## src/pkg/ext_irq_defines.svh

```systemverilog
// Purpose: Register indices, field positions and reset values of the
//          external interrupt edge and priority slice.
// Assumes: Byte address of a register is four times its index.
// Notes:   Definitions only.
`ifndef EXT_IRQ_DEFINES_SVH
`define EXT_IRQ_DEFINES_SVH

// ==========================================================
// Register indices (byte address = index * 4)
`define IDX_TIMER_CTL     8'h88
`define IDX_PRIO_SECOND   8'hb9
`define IDX_G0_FALL       8'hba
`define IDX_G0_RISE       8'hbb
`define IDX_G1_FALL       8'hbc
`define IDX_G1_RISE       8'hbd
`define IDX_G2_FALL       8'hc6
`define IDX_G2_RISE       8'hc7
`define IDX_ENABLE_CTL    8'hf0
`define IDX_PRIO_EXT      8'hf1
`define IDX_SERVICE_STAT  8'hf2

// ==========================================================
// Field positions
`define BIT_G1_FLAG       3
`define BIT_G0_FLAG       1
`define BIT_TOUCH_PRIO    4
`define BIT_G2_PRIO       3
`define BIT_BTM_PRIO      2
`define BIT_PWM_PRIO      1
`define BIT_SERIAL_PRIO   0
`define BIT_GLOBAL_EN     7
`define BIT_TOUCH_EN      6
`define BIT_G2_EN         5
`define BIT_BTM_EN        4
`define BIT_PWM_EN        3
`define BIT_SERIAL_EN     2
`define BIT_G1_EN         1
`define BIT_G0_EN         0
`define BIT_G1_PRIO       1
`define BIT_G0_PRIO       0
`define BIT_G2_FLAG       0
`define BIT_LOW_BUSY      1
`define BIT_HIGH_BUSY     2
`define G0_FIRST_LINE     1
`define G0_LINES          3

// ==========================================================
// Source slots in query order, smallest serves first within a priority level
`define SLOT_G0           3'h0
`define SLOT_G1           3'h1
`define SLOT_SERIAL       3'h2
`define SLOT_PWM          3'h3
`define SLOT_BTM          3'h4
`define SLOT_G2           3'h5
`define SLOT_TOUCH        3'h6
`define NUM_SLOTS         7

// ==========================================================
// Reset values and bus constants
`define RST_BYTE          8'h00
`define RST_WORD          32'h0000_0000
`define APB_AW            12
`endif

```

## src/pkg/ext_irq_pkg.sv

```systemverilog
// Purpose: Types shared by the external interrupt slice.
// Assumes: Constants live in ext_irq_defines.svh.
// Notes:   One-hot service state.
package ext_irq_pkg;

  // ==========================================================
  // In-service nesting state
  typedef enum logic [3:0] {
    SVC_IDLE     = 4'b0001,
    SVC_LOW      = 4'b0010,
    SVC_HIGH     = 4'b0100,
    SVC_LOW_HIGH = 4'b1000
  } svc_state_t;

  typedef logic [7:0] sfr_byte_t;

endpackage

```

## src/hw/ext_irq_edge_priority.sv

```systemverilog
// Purpose: Edge-triggered external interrupt groups, request flags and
//          two-level priority arbitration toward the CPU, on an APB slave.
// Assumes: CPU pulses irq_ack when it vectors to the presented request
//          and irq_return on return_from_interrupt; peripheral requests
//          are levels on pclk.
// Notes:   Zero-wait APB; unmapped or unaligned addresses give pslverr.
//
// Our own choice: the APB register port.
`timescale 1ns/10ps
`include "ext_irq_defines.svh"

module ext_irq_edge_priority
  import ext_irq_pkg::*;
#(
  parameter int G1_LINES = 4,
  parameter int G2_LINES = 6
) (
  // Clock and reset
  input  wire logic                 pclk,
  input  wire logic                 presetn,
  // APB slave
  input  wire logic                 psel,
  input  wire logic                 penable,
  input  wire logic                 pwrite,
  input  wire logic [`APB_AW-1:0]   paddr,
  input  wire logic [31:0]          pwdata,
  output logic      [31:0]          prdata,
  output logic                      pready,
  output logic                      pslverr,
  // External interrupt pins
  input  wire logic [`G0_LINES:1]   group0_pin,
  input  wire logic [G1_LINES-1:0]  group1_pin,
  input  wire logic [G2_LINES-1:0]  group2_pin,
  // Peripheral request levels
  input  wire logic                 touch_req,
  input  wire logic                 base_timer_req,
  input  wire logic                 pwm_req,
  input  wire logic                 serial_req,
  // CPU side
  input  wire logic                 irq_ack,
  input  wire logic                 irq_return,
  output logic                      irq_req,
  output logic      [2:0]           irq_slot,
  output logic                      irq_high
);

  localparam int NLINES = `G0_LINES + G1_LINES + G2_LINES;
  localparam int G1_LO  = `G0_LINES;
  localparam int G2_LO  = `G0_LINES + G1_LINES;

  // ==========================================================
  // Elaboration checks: register fields hold at most 4 and 6 lines
  if (G1_LINES < 1 || G1_LINES > 4) begin : g_bad_g1
    $error("G1_LINES must be 1 to 4");
  end
  if (G2_LINES < 1 || G2_LINES > 6) begin : g_bad_g2
    $error("G2_LINES must be 1 to 6");
  end

  // ==========================================================
  // Registers
  sfr_byte_t  prio_second;
  sfr_byte_t  g0_fall, g0_rise, g1_fall, g1_rise, g2_fall, g2_rise;
  sfr_byte_t  enable_ctl;
  sfr_byte_t  prio_ext;
  logic       group0_request_flag;
  logic       group1_request_flag;
  logic       group2_flag;
  svc_state_t svc;

  // ==========================================================
  // Address decode, used by read mux and write strobes
  function automatic logic hit(input logic [`APB_AW-1:0] a,
                               input logic [7:0] idx);
    hit = (a == {2'b00, idx, 2'b00});
  endfunction

  function automatic logic mapped(input logic [`APB_AW-1:0] a);
    mapped = hit(a, `IDX_TIMER_CTL)   || hit(a, `IDX_PRIO_SECOND) ||
             hit(a, `IDX_G0_FALL)     || hit(a, `IDX_G0_RISE)     ||
             hit(a, `IDX_G1_FALL)     || hit(a, `IDX_G1_RISE)     ||
             hit(a, `IDX_G2_FALL)     || hit(a, `IDX_G2_RISE)     ||
             hit(a, `IDX_ENABLE_CTL)  || hit(a, `IDX_PRIO_EXT)    ||
             hit(a, `IDX_SERVICE_STAT);
  endfunction

  logic setup_ph;
  logic wr_go;
  assign setup_ph = psel & ~penable;
  assign wr_go    = psel & penable & pready & pwrite & ~pslverr;

  function automatic logic wr_to(input logic go,
                                 input logic [`APB_AW-1:0] a,
                                 input logic [7:0] idx);
    wr_to = go & hit(a, idx);
  endfunction

  // ==========================================================
  // Edge detection: three-stage sync, change counts when 2 and 3 agree
  logic [NLINES-1:0] pin_all, sync1, sync2, sync3, level;
  logic [NLINES-1:0] fall_en, rise_en, edge_hit;

  assign pin_all = {group2_pin, group1_pin, group0_pin};
  // Reserved enable bits never reach the lines
  assign fall_en = {g2_fall[G2_LINES-1:0], g1_fall[G1_LINES-1:0],
                    g0_fall[`G0_LINES:`G0_FIRST_LINE]};
  assign rise_en = {g2_rise[G2_LINES-1:0], g1_rise[G1_LINES-1:0],
                    g0_rise[`G0_LINES:`G0_FIRST_LINE]};

  // Synchroniser chain; the first stage feeds only the second
  always_ff @(posedge pclk or negedge presetn) begin
    if (!presetn) begin
      sync1 <= '0;
      sync2 <= '0;
      sync3 <= '0;
    end else begin
      sync1 <= pin_all;
      sync2 <= sync1;
      sync3 <= sync2;
    end
  end

  genvar gi;
  generate
    for (gi = 0; gi < NLINES; gi++) begin : g_line
      logic settled;
      assign settled = (sync2[gi] == sync3[gi]);
      // One event per settled transition, either edge if both enabled
      assign edge_hit[gi] = settled && (sync3[gi] != level[gi]) &&
        ((sync3[gi] && rise_en[gi]) ||
         (!sync3[gi] && fall_en[gi]));

      // Previous settled value of the line
      always_ff @(posedge pclk or negedge presetn) begin
        if (!presetn) begin
          level[gi] <= 1'b0;
        end else if (settled) begin
          level[gi] <= sync3[gi];
        end
      end
    end
  endgenerate

  logic g0_evt, g1_evt, g2_evt;
  assign g0_evt = |edge_hit[G1_LO-1:0];
  assign g1_evt = |edge_hit[G2_LO-1:G1_LO];
  assign g2_evt = |edge_hit[NLINES-1:G2_LO];

  // ==========================================================
  // Arbitration: request and level vectors in query order
  logic [`NUM_SLOTS-1:0] pend, prio, hi_cand, lo_cand;
  logic                  hi_busy, any_busy;

  assign pend = {touch_req & enable_ctl[`BIT_TOUCH_EN],
                 group2_flag & enable_ctl[`BIT_G2_EN],
                 base_timer_req & enable_ctl[`BIT_BTM_EN],
                 pwm_req & enable_ctl[`BIT_PWM_EN],
                 serial_req & enable_ctl[`BIT_SERIAL_EN],
                 group1_request_flag & enable_ctl[`BIT_G1_EN],
                 group0_request_flag & enable_ctl[`BIT_G0_EN]};
  assign prio = {prio_second[`BIT_TOUCH_PRIO],
                 prio_second[`BIT_G2_PRIO],
                 prio_second[`BIT_BTM_PRIO],
                 prio_second[`BIT_PWM_PRIO],
                 prio_second[`BIT_SERIAL_PRIO],
                 prio_ext[`BIT_G1_PRIO],
                 prio_ext[`BIT_G0_PRIO]};

  assign hi_busy  = (svc == SVC_HIGH) || (svc == SVC_LOW_HIGH);
  assign any_busy = (svc != SVC_IDLE);
  // High may cut into low service; same level waits for return
  assign hi_cand = pend & prio & {`NUM_SLOTS{~hi_busy}};
  assign lo_cand = pend & ~prio & {`NUM_SLOTS{~any_busy}};

  // Lowest set bit is the smallest query number
  function automatic logic [2:0] first_slot(input logic [6:0] v);
    first_slot = 3'h0;
    for (int i = `NUM_SLOTS - 1; i >= 0; i--) begin
      if (v[i]) first_slot = 3'(i);
    end
  endfunction

  logic       pick_any, pick_high;
  logic [2:0] pick_slot;
  assign pick_any  = enable_ctl[`BIT_GLOBAL_EN] &&
                     ((|hi_cand) || (|lo_cand));
  assign pick_high = |hi_cand;
  assign pick_slot = pick_high ? first_slot(hi_cand)
                               : first_slot(lo_cand);

  // Request to CPU; dropped for a cycle after ack so the same slot is
  // not offered twice while flags and service state settle
  always_ff @(posedge pclk or negedge presetn) begin
    if (!presetn) begin
      irq_req  <= 1'b0;
      irq_slot <= `SLOT_G0;
      irq_high <= 1'b0;
    end else begin
      irq_req  <= pick_any & ~(irq_ack & irq_req);
      irq_slot <= pick_slot;
      irq_high <= pick_high;
    end
  end

  logic taken;
  assign taken = irq_ack & irq_req;

  // ==========================================================
  // Service nesting: push on ack, pop innermost on return
  always_ff @(posedge pclk or negedge presetn) begin
    if (!presetn) begin
      svc <= SVC_IDLE;
    end else if (taken) begin
      case (svc)
        SVC_IDLE: svc <= irq_high ? SVC_HIGH : SVC_LOW;
        SVC_LOW:  svc <= SVC_LOW_HIGH;
        default:  svc <= svc;
      endcase
    end else if (irq_return) begin
      case (svc)
        SVC_LOW_HIGH: svc <= SVC_LOW;
        SVC_LOW:      svc <= SVC_IDLE;
        SVC_HIGH:     svc <= SVC_IDLE;
        default:      svc <= SVC_IDLE;
      endcase
    end
  end

  // ==========================================================
  // Request flags: an event in the clearing cycle wins
  logic clr_g0, clr_g1, clr_g2;
  logic wr_timer_ctl_irq_flags;
  assign clr_g0  = taken && (irq_slot == `SLOT_G0);
  assign clr_g1  = taken && (irq_slot == `SLOT_G1);
  assign clr_g2  = taken && (irq_slot == `SLOT_G2);
  assign wr_timer_ctl_irq_flags = wr_to(wr_go, paddr, `IDX_TIMER_CTL);

  always_ff @(posedge pclk or negedge presetn) begin
    if (!presetn) begin
      group0_request_flag <= 1'b0;
    end else if (wr_timer_ctl_irq_flags) begin
      group0_request_flag <= pwdata[`BIT_G0_FLAG] | g0_evt;
    end else begin
      group0_request_flag <= (group0_request_flag & ~clr_g0)
                             | g0_evt;
    end
  end

  always_ff @(posedge pclk or negedge presetn) begin
    if (!presetn) begin
      group1_request_flag <= 1'b0;
    end else if (wr_timer_ctl_irq_flags) begin
      group1_request_flag <= pwdata[`BIT_G1_FLAG] | g1_evt;
    end else begin
      group1_request_flag <= (group1_request_flag & ~clr_g1)
                             | g1_evt;
    end
  end

  // Group 2 flag is not writable; it reads at service status bit 0 and is held here until served
  always_ff @(posedge pclk or negedge presetn) begin
    if (!presetn) begin
      group2_flag <= 1'b0;
    end else begin
      group2_flag <= (group2_flag & ~clr_g2) | g2_evt;
    end
  end

  // ==========================================================
  // Software registers; reserved bits are never stored
  always_ff @(posedge pclk or negedge presetn) begin
    if (!presetn) begin
      prio_second <= `RST_BYTE;
      g0_fall     <= `RST_BYTE;
      g0_rise     <= `RST_BYTE;
      g1_fall     <= `RST_BYTE;
      g1_rise     <= `RST_BYTE;
      g2_fall     <= `RST_BYTE;
      g2_rise     <= `RST_BYTE;
      enable_ctl  <= `RST_BYTE;
      prio_ext    <= `RST_BYTE;
    end else begin
      if (wr_to(wr_go, paddr, `IDX_PRIO_SECOND))
        prio_second <= {3'b000, pwdata[4:0]};
      if (wr_to(wr_go, paddr, `IDX_G0_FALL))
        g0_fall <= {4'h0, pwdata[3:1], 1'b0};
      if (wr_to(wr_go, paddr, `IDX_G0_RISE))
        g0_rise <= {4'h0, pwdata[3:1], 1'b0};
      if (wr_to(wr_go, paddr, `IDX_G1_FALL))
        g1_fall <= {4'h0, pwdata[3:0]};
      if (wr_to(wr_go, paddr, `IDX_G1_RISE))
        g1_rise <= {4'h0, pwdata[3:0]};
      if (wr_to(wr_go, paddr, `IDX_G2_FALL))
        g2_fall <= {2'b00, pwdata[5:0]};
      if (wr_to(wr_go, paddr, `IDX_G2_RISE))
        g2_rise <= {2'b00, pwdata[5:0]};
      if (wr_to(wr_go, paddr, `IDX_ENABLE_CTL))
        enable_ctl <= pwdata[7:0];
      if (wr_to(wr_go, paddr, `IDX_PRIO_EXT))
        prio_ext <= {6'h00, pwdata[1:0]};
    end
  end

  // ==========================================================
  // Read mux
  logic [7:0] rd_byte;
  always_comb begin
    rd_byte = `RST_BYTE;
    if (hit(paddr, `IDX_TIMER_CTL)) begin
      rd_byte[`BIT_G1_FLAG] = group1_request_flag;
      rd_byte[`BIT_G0_FLAG] = group0_request_flag;
    end
    if (hit(paddr, `IDX_PRIO_SECOND))  rd_byte = prio_second;
    if (hit(paddr, `IDX_G0_FALL))      rd_byte = g0_fall;
    if (hit(paddr, `IDX_G0_RISE))      rd_byte = g0_rise;
    if (hit(paddr, `IDX_G1_FALL))      rd_byte = g1_fall;
    if (hit(paddr, `IDX_G1_RISE))      rd_byte = g1_rise;
    if (hit(paddr, `IDX_G2_FALL))      rd_byte = g2_fall;
    if (hit(paddr, `IDX_G2_RISE))      rd_byte = g2_rise;
    if (hit(paddr, `IDX_ENABLE_CTL))   rd_byte = enable_ctl;
    if (hit(paddr, `IDX_PRIO_EXT))     rd_byte = prio_ext;
    if (hit(paddr, `IDX_SERVICE_STAT)) begin
      rd_byte[`BIT_G2_FLAG]   = group2_flag;
      rd_byte[`BIT_LOW_BUSY]  = (svc == SVC_LOW) ||
                                (svc == SVC_LOW_HIGH);
      rd_byte[`BIT_HIGH_BUSY] = hi_busy;
    end
  end

  // ==========================================================
  // APB answer: captured in setup, ready in the first access cycle
  always_ff @(posedge pclk or negedge presetn) begin
    if (!presetn) begin
      prdata  <= `RST_WORD;
      pready  <= 1'b0;
      pslverr <= 1'b0;
    end else if (setup_ph) begin
      prdata  <= {24'h000000, rd_byte};
      pready  <= 1'b1;
      pslverr <= ~mapped(paddr);
    end else begin
      pready  <= 1'b0;
      pslverr <= 1'b0;
    end
  end

endmodule // ext_irq_edge_priority

```

## config.mk

```make
export PLATFORM = sky130hd
export DESIGN_NAME = ext_irq_edge_priority
export DESIGN_NICKNAME = d
export VERILOG_FILES = /design/src/pkg/ext_irq_pkg.sv /design/src/hw/ext_irq_edge_priority.sv
export VERILOG_INCLUDE_DIRS = /design/src /design/src/pkg
export SDC_FILE = /design/constraint.sdc
export NUM_CORES = 1
export LEC_CHECK = 0
export ABC_AREA = 1
export BUFFER_PORTS_ARGS = -buffer_cell sky130_fd_sc_hd__buf_4
export CORE_MARGIN = 5
export CORE_UTILIZATION = 55
export CTS_CLUSTER_SIZE = 8
export DETAILED_ROUTE_END_ITERATION = 7
export PLACE_DENSITY = 0.81
export SLEW_MARGIN = 20
export SYNTH_ARGS = -nofsm -noshare
export SYNTH_HDL_FRONTEND = slang
export SYNTH_SLANG_ARGS = --single-unit
```

## constraint.sdc

```tcl
create_clock -name pclk -period 2.1 [get_ports pclk]
set_input_delay 0.42 -clock pclk [delete_from_list [all_inputs] [get_ports pclk]]
set_output_delay 0.42 -clock pclk [all_outputs]
set_load 0.02 [all_outputs]
```

# After elaboration in Yosys (flattened, before gate mapping)
# Cells that the tools add are included.
[classes]
eq_ne = 45
n_mux = 36
bitwise = 46
n_reduce_logical = 103
[ops]
columns = ["op", "count"]
rows = [
  ["12-bit by 10-bit == test with 1-bit output (second input constant)", 11],
  ["8-bit 2-to-1 mux", 8],
  ["1-bit logical AND", 56],
  ["3-bit 2-to-1 mux", 17],
  ["7-bit bitwise AND", 4],
  ["1-bit bitwise AND", 27],
  ["1-bit logical OR", 26],
  ["7-bit OR reduction", 2],
  ["1-bit == test", 13],
  ["1-bit logical NOT", 13],
  ["1-bit inequality test", 13],
  ["1-bit inverter", 9],
  ["4-bit 2-to-1 mux", 2],
  ["4-bit one-hot mux with 2 select lines", 1],
  ["7-bit inverter", 1],
  ["1-bit 2-to-1 mux", 6],
  ["6-bit OR reduction", 1],
  ["5-bit 2-to-1 mux", 1],
  ["1-bit bitwise OR", 5],
  ["4-bit by 1-bit == test with 1-bit output (second input constant)", 1],
  ["4-bit by 2-bit == test with 1-bit output (second input constant)", 1],
  ["4-bit by 3-bit == test with 1-bit output (second input constant)", 1],
  ["4-bit == test (second input constant)", 1],
  ["4-bit by 1-bit inequality test with 1-bit output (second input constant)", 1],
  ["9 further kinds", 9],
]
[totals]
reg_bits = 115
in_bits = 68
output_inout_bits = 39
wordCells = 265

# Longest topological paths before layout
[depth]
word_depth = 13
mapped_depth = 14
mapped_depth_nobuf = 14

# Worst setup path before layout
# OpenSTA, ideal clock, no wires.
[synth_path]
path_kind = "input to register"
startpoint = "in paddr[0]"
endpoint = "reg enable_ctl[6]"
setup_time_ns = 0.125
arrival_time_ns = 1.453
required_ns = 1.975
slack_ns = 0.522
stages = 7
path_buffers = 0
cell_sequence = "inv_1 nand3_1 nor2_1 nand3_1 inv_2 nand2_2 mux2_2"
[synth_via]
elab_chain_len = 2
[synth_rtl]
columns = ["item", "line", "rtl"]
rows = [
  ["start, declared", "ext_irq_edge_priority.sv:25", "input wire logic [`APB_AW-1:0] paddr,"],
  ["12-bit by 10-bit == test with 1-bit output", "ext_irq_edge_priority.sv:75", "hit = (a == {2'b00, idx, 2'b00});"],
  ["1-bit bitwise AND", "ext_irq_edge_priority.sv:95", "wr_to = go & hit(a, idx);"],
  ["end signal, assigned", "ext_irq_edge_priority.sv:280", "enable_ctl <= `RST_BYTE;"],
  ["end signal, assigned", "ext_irq_edge_priority.sv:298", "enable_ctl <= pwdata[7:0];"],
  ["end, declared", "ext_irq_edge_priority.sv:64", "sfr_byte_t enable_ctl;"],
]
# Every way passes these cells.
# A chain may end at the register's enable or synchronous reset.

# Final worst setup path
[layout_path]
startpoint = "reg svc[2]"
endpoint = "reg irq_slot[0]"
[layout_via]
word_cells_on_any_way = 22
classes_between = "eq/ne: 3; mux: 13; bitwise: 4; reduce/logical: 2"
[layout_rtl]
columns = ["item", "line", "rtl"]
rows = [
  ["start, declared", "ext_irq_edge_priority.sv:69", "svc_state_t svc;"],
  ["start signal, assigned", "ext_irq_edge_priority.sv:215", "SVC_IDLE: svc <= irq_high ? SVC_HIGH : SVC_LOW;"],
  ["start signal, assigned", "ext_irq_edge_priority.sv:217", "default: svc <= svc;"],
  ["4-bit by 3-bit == test with 1-bit output or 4-bit == test (tied branches)", "ext_irq_edge_priority.sv:169", "assign hi_busy = (svc == SVC_HIGH) || (svc == SVC_LOW_HIGH);"],
  ["1-bit logical OR *", "ext_irq_edge_priority.sv:169", ""],
  ["1-bit inverter *", "ext_irq_edge_priority.sv:172", "assign hi_cand = pend & prio & {`NUM_SLOTS{~hi_busy}};"],
  ["7-bit bitwise AND *", "ext_irq_edge_priority.sv:172", ""],
  ["7-bit OR reduction *", "ext_irq_edge_priority.sv:187", "assign pick_high = |hi_cand;"],
  ["via pick_high", "ext_irq_edge_priority.sv:183", "logic pick_any, pick_high;"],
  ["3-bit 2-to-1 mux *", "ext_irq_edge_priority.sv:188", "assign pick_slot = pick_high ? first_slot(hi_cand)"],
  ["via pick_slot[0]", "ext_irq_edge_priority.sv:184", "logic [2:0] pick_slot;"],
  ["end signal, assigned", "ext_irq_edge_priority.sv:196", "irq_slot <= `SLOT_G0;"],
  ["end signal, assigned", "ext_irq_edge_priority.sv:200", "irq_slot <= pick_slot;"],
  ["end, declared", "ext_irq_edge_priority.sv:43", "output logic [2:0] irq_slot,"],
]
# Mark *: on every way through the listed nets, which the timed path passes. The rest lies on a longest branch.

==> key figures <==
Status
  • Status: finished clean

Timing
  • Max-slew violations: 0
  • Least-Margin Pin Slew: around 0.56 ns
  • Clock Skew: 0.00733 ns
  • Final Cycle Share: 90.3%
  • Final hold vios: 0
  • RSZ-0062 raised after global routing: false
  • Tmin final: 1.90 ns
  • Relative slew slack: 62.7%
  • Final setup fails: 0
  • Achievable frequency: about 530 MHz
  • Setup TNS: 0 ns

Final layout
  • Nets@finish: 786
  • Share of cells above drive strength 1: 15.9%
  • N_diodes: 0
  • Area Growth Syn to Fin: 23.1%

Yosys
  • Synth Cell Area: 5310 µm²
  • Share of the synthesized area in the top cell type: 53.8%
  • Warnings, synthesis: 0
  • #FFs+latches synth: 115
  • Yosys cell types: 36
  • Cell taking the most area after synthesis: dfrtp_1
  • Count leader, synth: nand2_1
  • Top cells by area, synth: dfrtp_1, nand2_1, o21ai_0
  • Post-synth top flop: dfrtp_1
  • Synth Instances: between 600 and 700
  • Post-synth ARST share: 100%
  • Post-synth EDFFs: 0
  • Mean Syn Cell Area: roughly 8.5 µm²
  • Commonest cells post-synth: nand2_1, dfrtp_1, inv_1
  • Sequential area share after synthesis: between 50% and 60%

Power
  • Pwr Total: 5.21 mW
  • Pwr per Cell Area: 798 nW/µm²
  • Pleak: 3.23 nW
  • Peak VDD IR: 0.000514 V

Clock tree
  • H-tree depth: 4
  • Clock Sinks: 115
  • CTS tree: done
  • Clock latency on the worst-skew pair: roughly 0.51 ns
  • Root buf cell: clkbuf_8
  • Post CTS Setup Buffer Count: 0
  • Post-cts gate resize count: 0
  • Clock-pin slew on the worst setup and hold paths: approximately 0.06 ns
  • Num CTS Buffers: 17
  • Clk buf depth: 2

Route
  • Drt wl/cell: 15.4 µm
  • Final Routed Wirelength: 13300 µm
  • Iteration-0 DRC Markers: 292
  • Vias per cell: 5.42
  • DR pass1 iterations: 5
  • Vias: roughly 4700
  • Number of remaining DRC errors: 0
  • Post-DRT Antenna Nets: 0

Critical path
  • CP required: 2.49 ns
  • CP Capture Type: flop
  • CP max FO: 8
  • Type of the worst setup path: flop to flop
  • CP arrival: between 2 and 2.5 ns
  • CP Launch Type: flop

Floorplanning
  • Die W: 108 µm
  • Top Ports: 107
  • Core region area: ~9300 µm²
  • Die height: 108 µm
  • Initial Utilization: 56.9%
  • Rows: 35
  • Die footprint: about 12000 µm²

Run
  • Max-Cap Viols: 0

Placement
  • Port bufs: 58
  • Gpl congestion: about 1
  • HPWL after DPL: 9370 µm

GRT
  • Global-route wire length before repair: 21500 µm
  • Vias in the first global route: 4631
  • Gr ovfl total: 0
  • Largest net degree at the start of global routing: 52
  • Initial antenna violation count: 0
  • GRT Util Overall: 23.7%

Min path
  • Hold WC Path Type: input port to flop
routing by layer:
metal	part of all wire (%)	global-route usage, %	vias up
met3	6.9	4.96	42
met5	0	0	-
met1	40	28.9	2200
li1	-	-	2203
met2	50	40.5	218
met4	3.2	10.5	0
metrics by stage:
step / std cells / cell area [µm²] / worst slack, ns / utilization, % / hold WS (ns)
6_report: 860 / 6530 / 0.203 / 70.0 / 0.0198
5_1_grt: 860 / 6530 / 0.108 / 70.0 / 0.00466
4_1_cts: 858 / 6510 / 0.269 / 69.8 / 0.000719
3_5_place_dp: 816 / 5880 / 0.124 / 63.0 / 0.335
3_3_place_gp: 816 / 5880 / 0.173 / 63.0 / 0.332
2_1_floorplan: 647 / 5390 / 0.522 / - / 0.124
flip-flops by register name, summed over array words and instances (netlist names), 2 cells and up:
name and count:
prio_second 5, g1_fall 4, prdata 8, g0_fall 3, sync3 13, level 13
sync2 13, g2_fall 6, svc 4, g0_rise 3, irq_slot 3, g1_rise 4
enable_ctl 8, sync1 13, prio_ext 2, g2_rise 6
report_power, final:
part / switching [mW] / total (mW) / internal, mW
Clock: 1.01 / 2.52 / 1.50
Combinational: 0.222 / 0.353 / 0.131
Sequential: 0.0447 / 2.34 / 2.29
worst max-delay path, stage by stage (launching register included):
cell	delay (ns)
dfrtp_1	0.40
nor2_1	0.09
inv_1	0.10
nand3_2	0.19
nand3b_1	0.19
and2_1	0.17
nand2_1	0.07
nor2_1	0.15
inv_1	0.10
o31ai_1	0.31
timing repair:
action                                 CTS  global route
endpoints found under the hold margin   31             2
setup endpoints to repair                0             0
hold buffers                            10             2
final timing paths:
| path | startpoint | to | slack, ns | cells after the start |
|---|---|---|---|---|
| max in group asynchronous | presetn | sync3[8] | 1.14 | 3 |
| max reg2reg | svc[2] | irq_slot[0] | 0.20 | 9 |
| min reg2reg | sync1[1] | sync2[1] | 0.35 | 0 |
| min in group asynchronous | presetn | sync2[3] | 0.38 | 2 |
| min | group2_pin[0] | sync1[7] | 0.02 | 1 |
| max | svc[2] | irq_slot[0] | 0.20 | 9 |
cell usage in the layout, fill, tap and decap left out, types with 4 or more instances in the layout:
cell type      Yosys  routed
nor2_1            59      59
a21oi_1           33      33
nand3_1           29      29
inv_1             71      71
nand2_1          137     137
o211ai_1           9       9
nand4_1           10      10
nand3b_1           7       7
dfrtp_1          114     114
nor3_1            13      13
o21ai_1            7       7
clkinv_2           0       4
o22ai_1            5       5
conb_1             1      24
o21ai_0           67      67
dlygate4sd3_1      0      12
buf_4             24      65
clkbuf_16          0      16
clkinvlp_4         0       5
kinds of logic after synthesis:
kind of cell,count (synthesis),share of synthesized area [%]
AO/OA/AOI/OAI,130,13.2
multiplexers,3,0.637
buffers and inverters,101,9.03
flip-flops,115,54.3
AND/OR/NAND/NOR,274,22.8
other,1,0.0707
layout make-up:
cell class,instances,area [µm²]
multi-input cells,431,2030
flip-flops and latches,115,2880
repair buffers,79,648
fillers,723,2800
clock buffers,20,445
inverters,74,278
clock inverters,12,83.8
well taps,129,161
(Power assumes the default switching activity.)
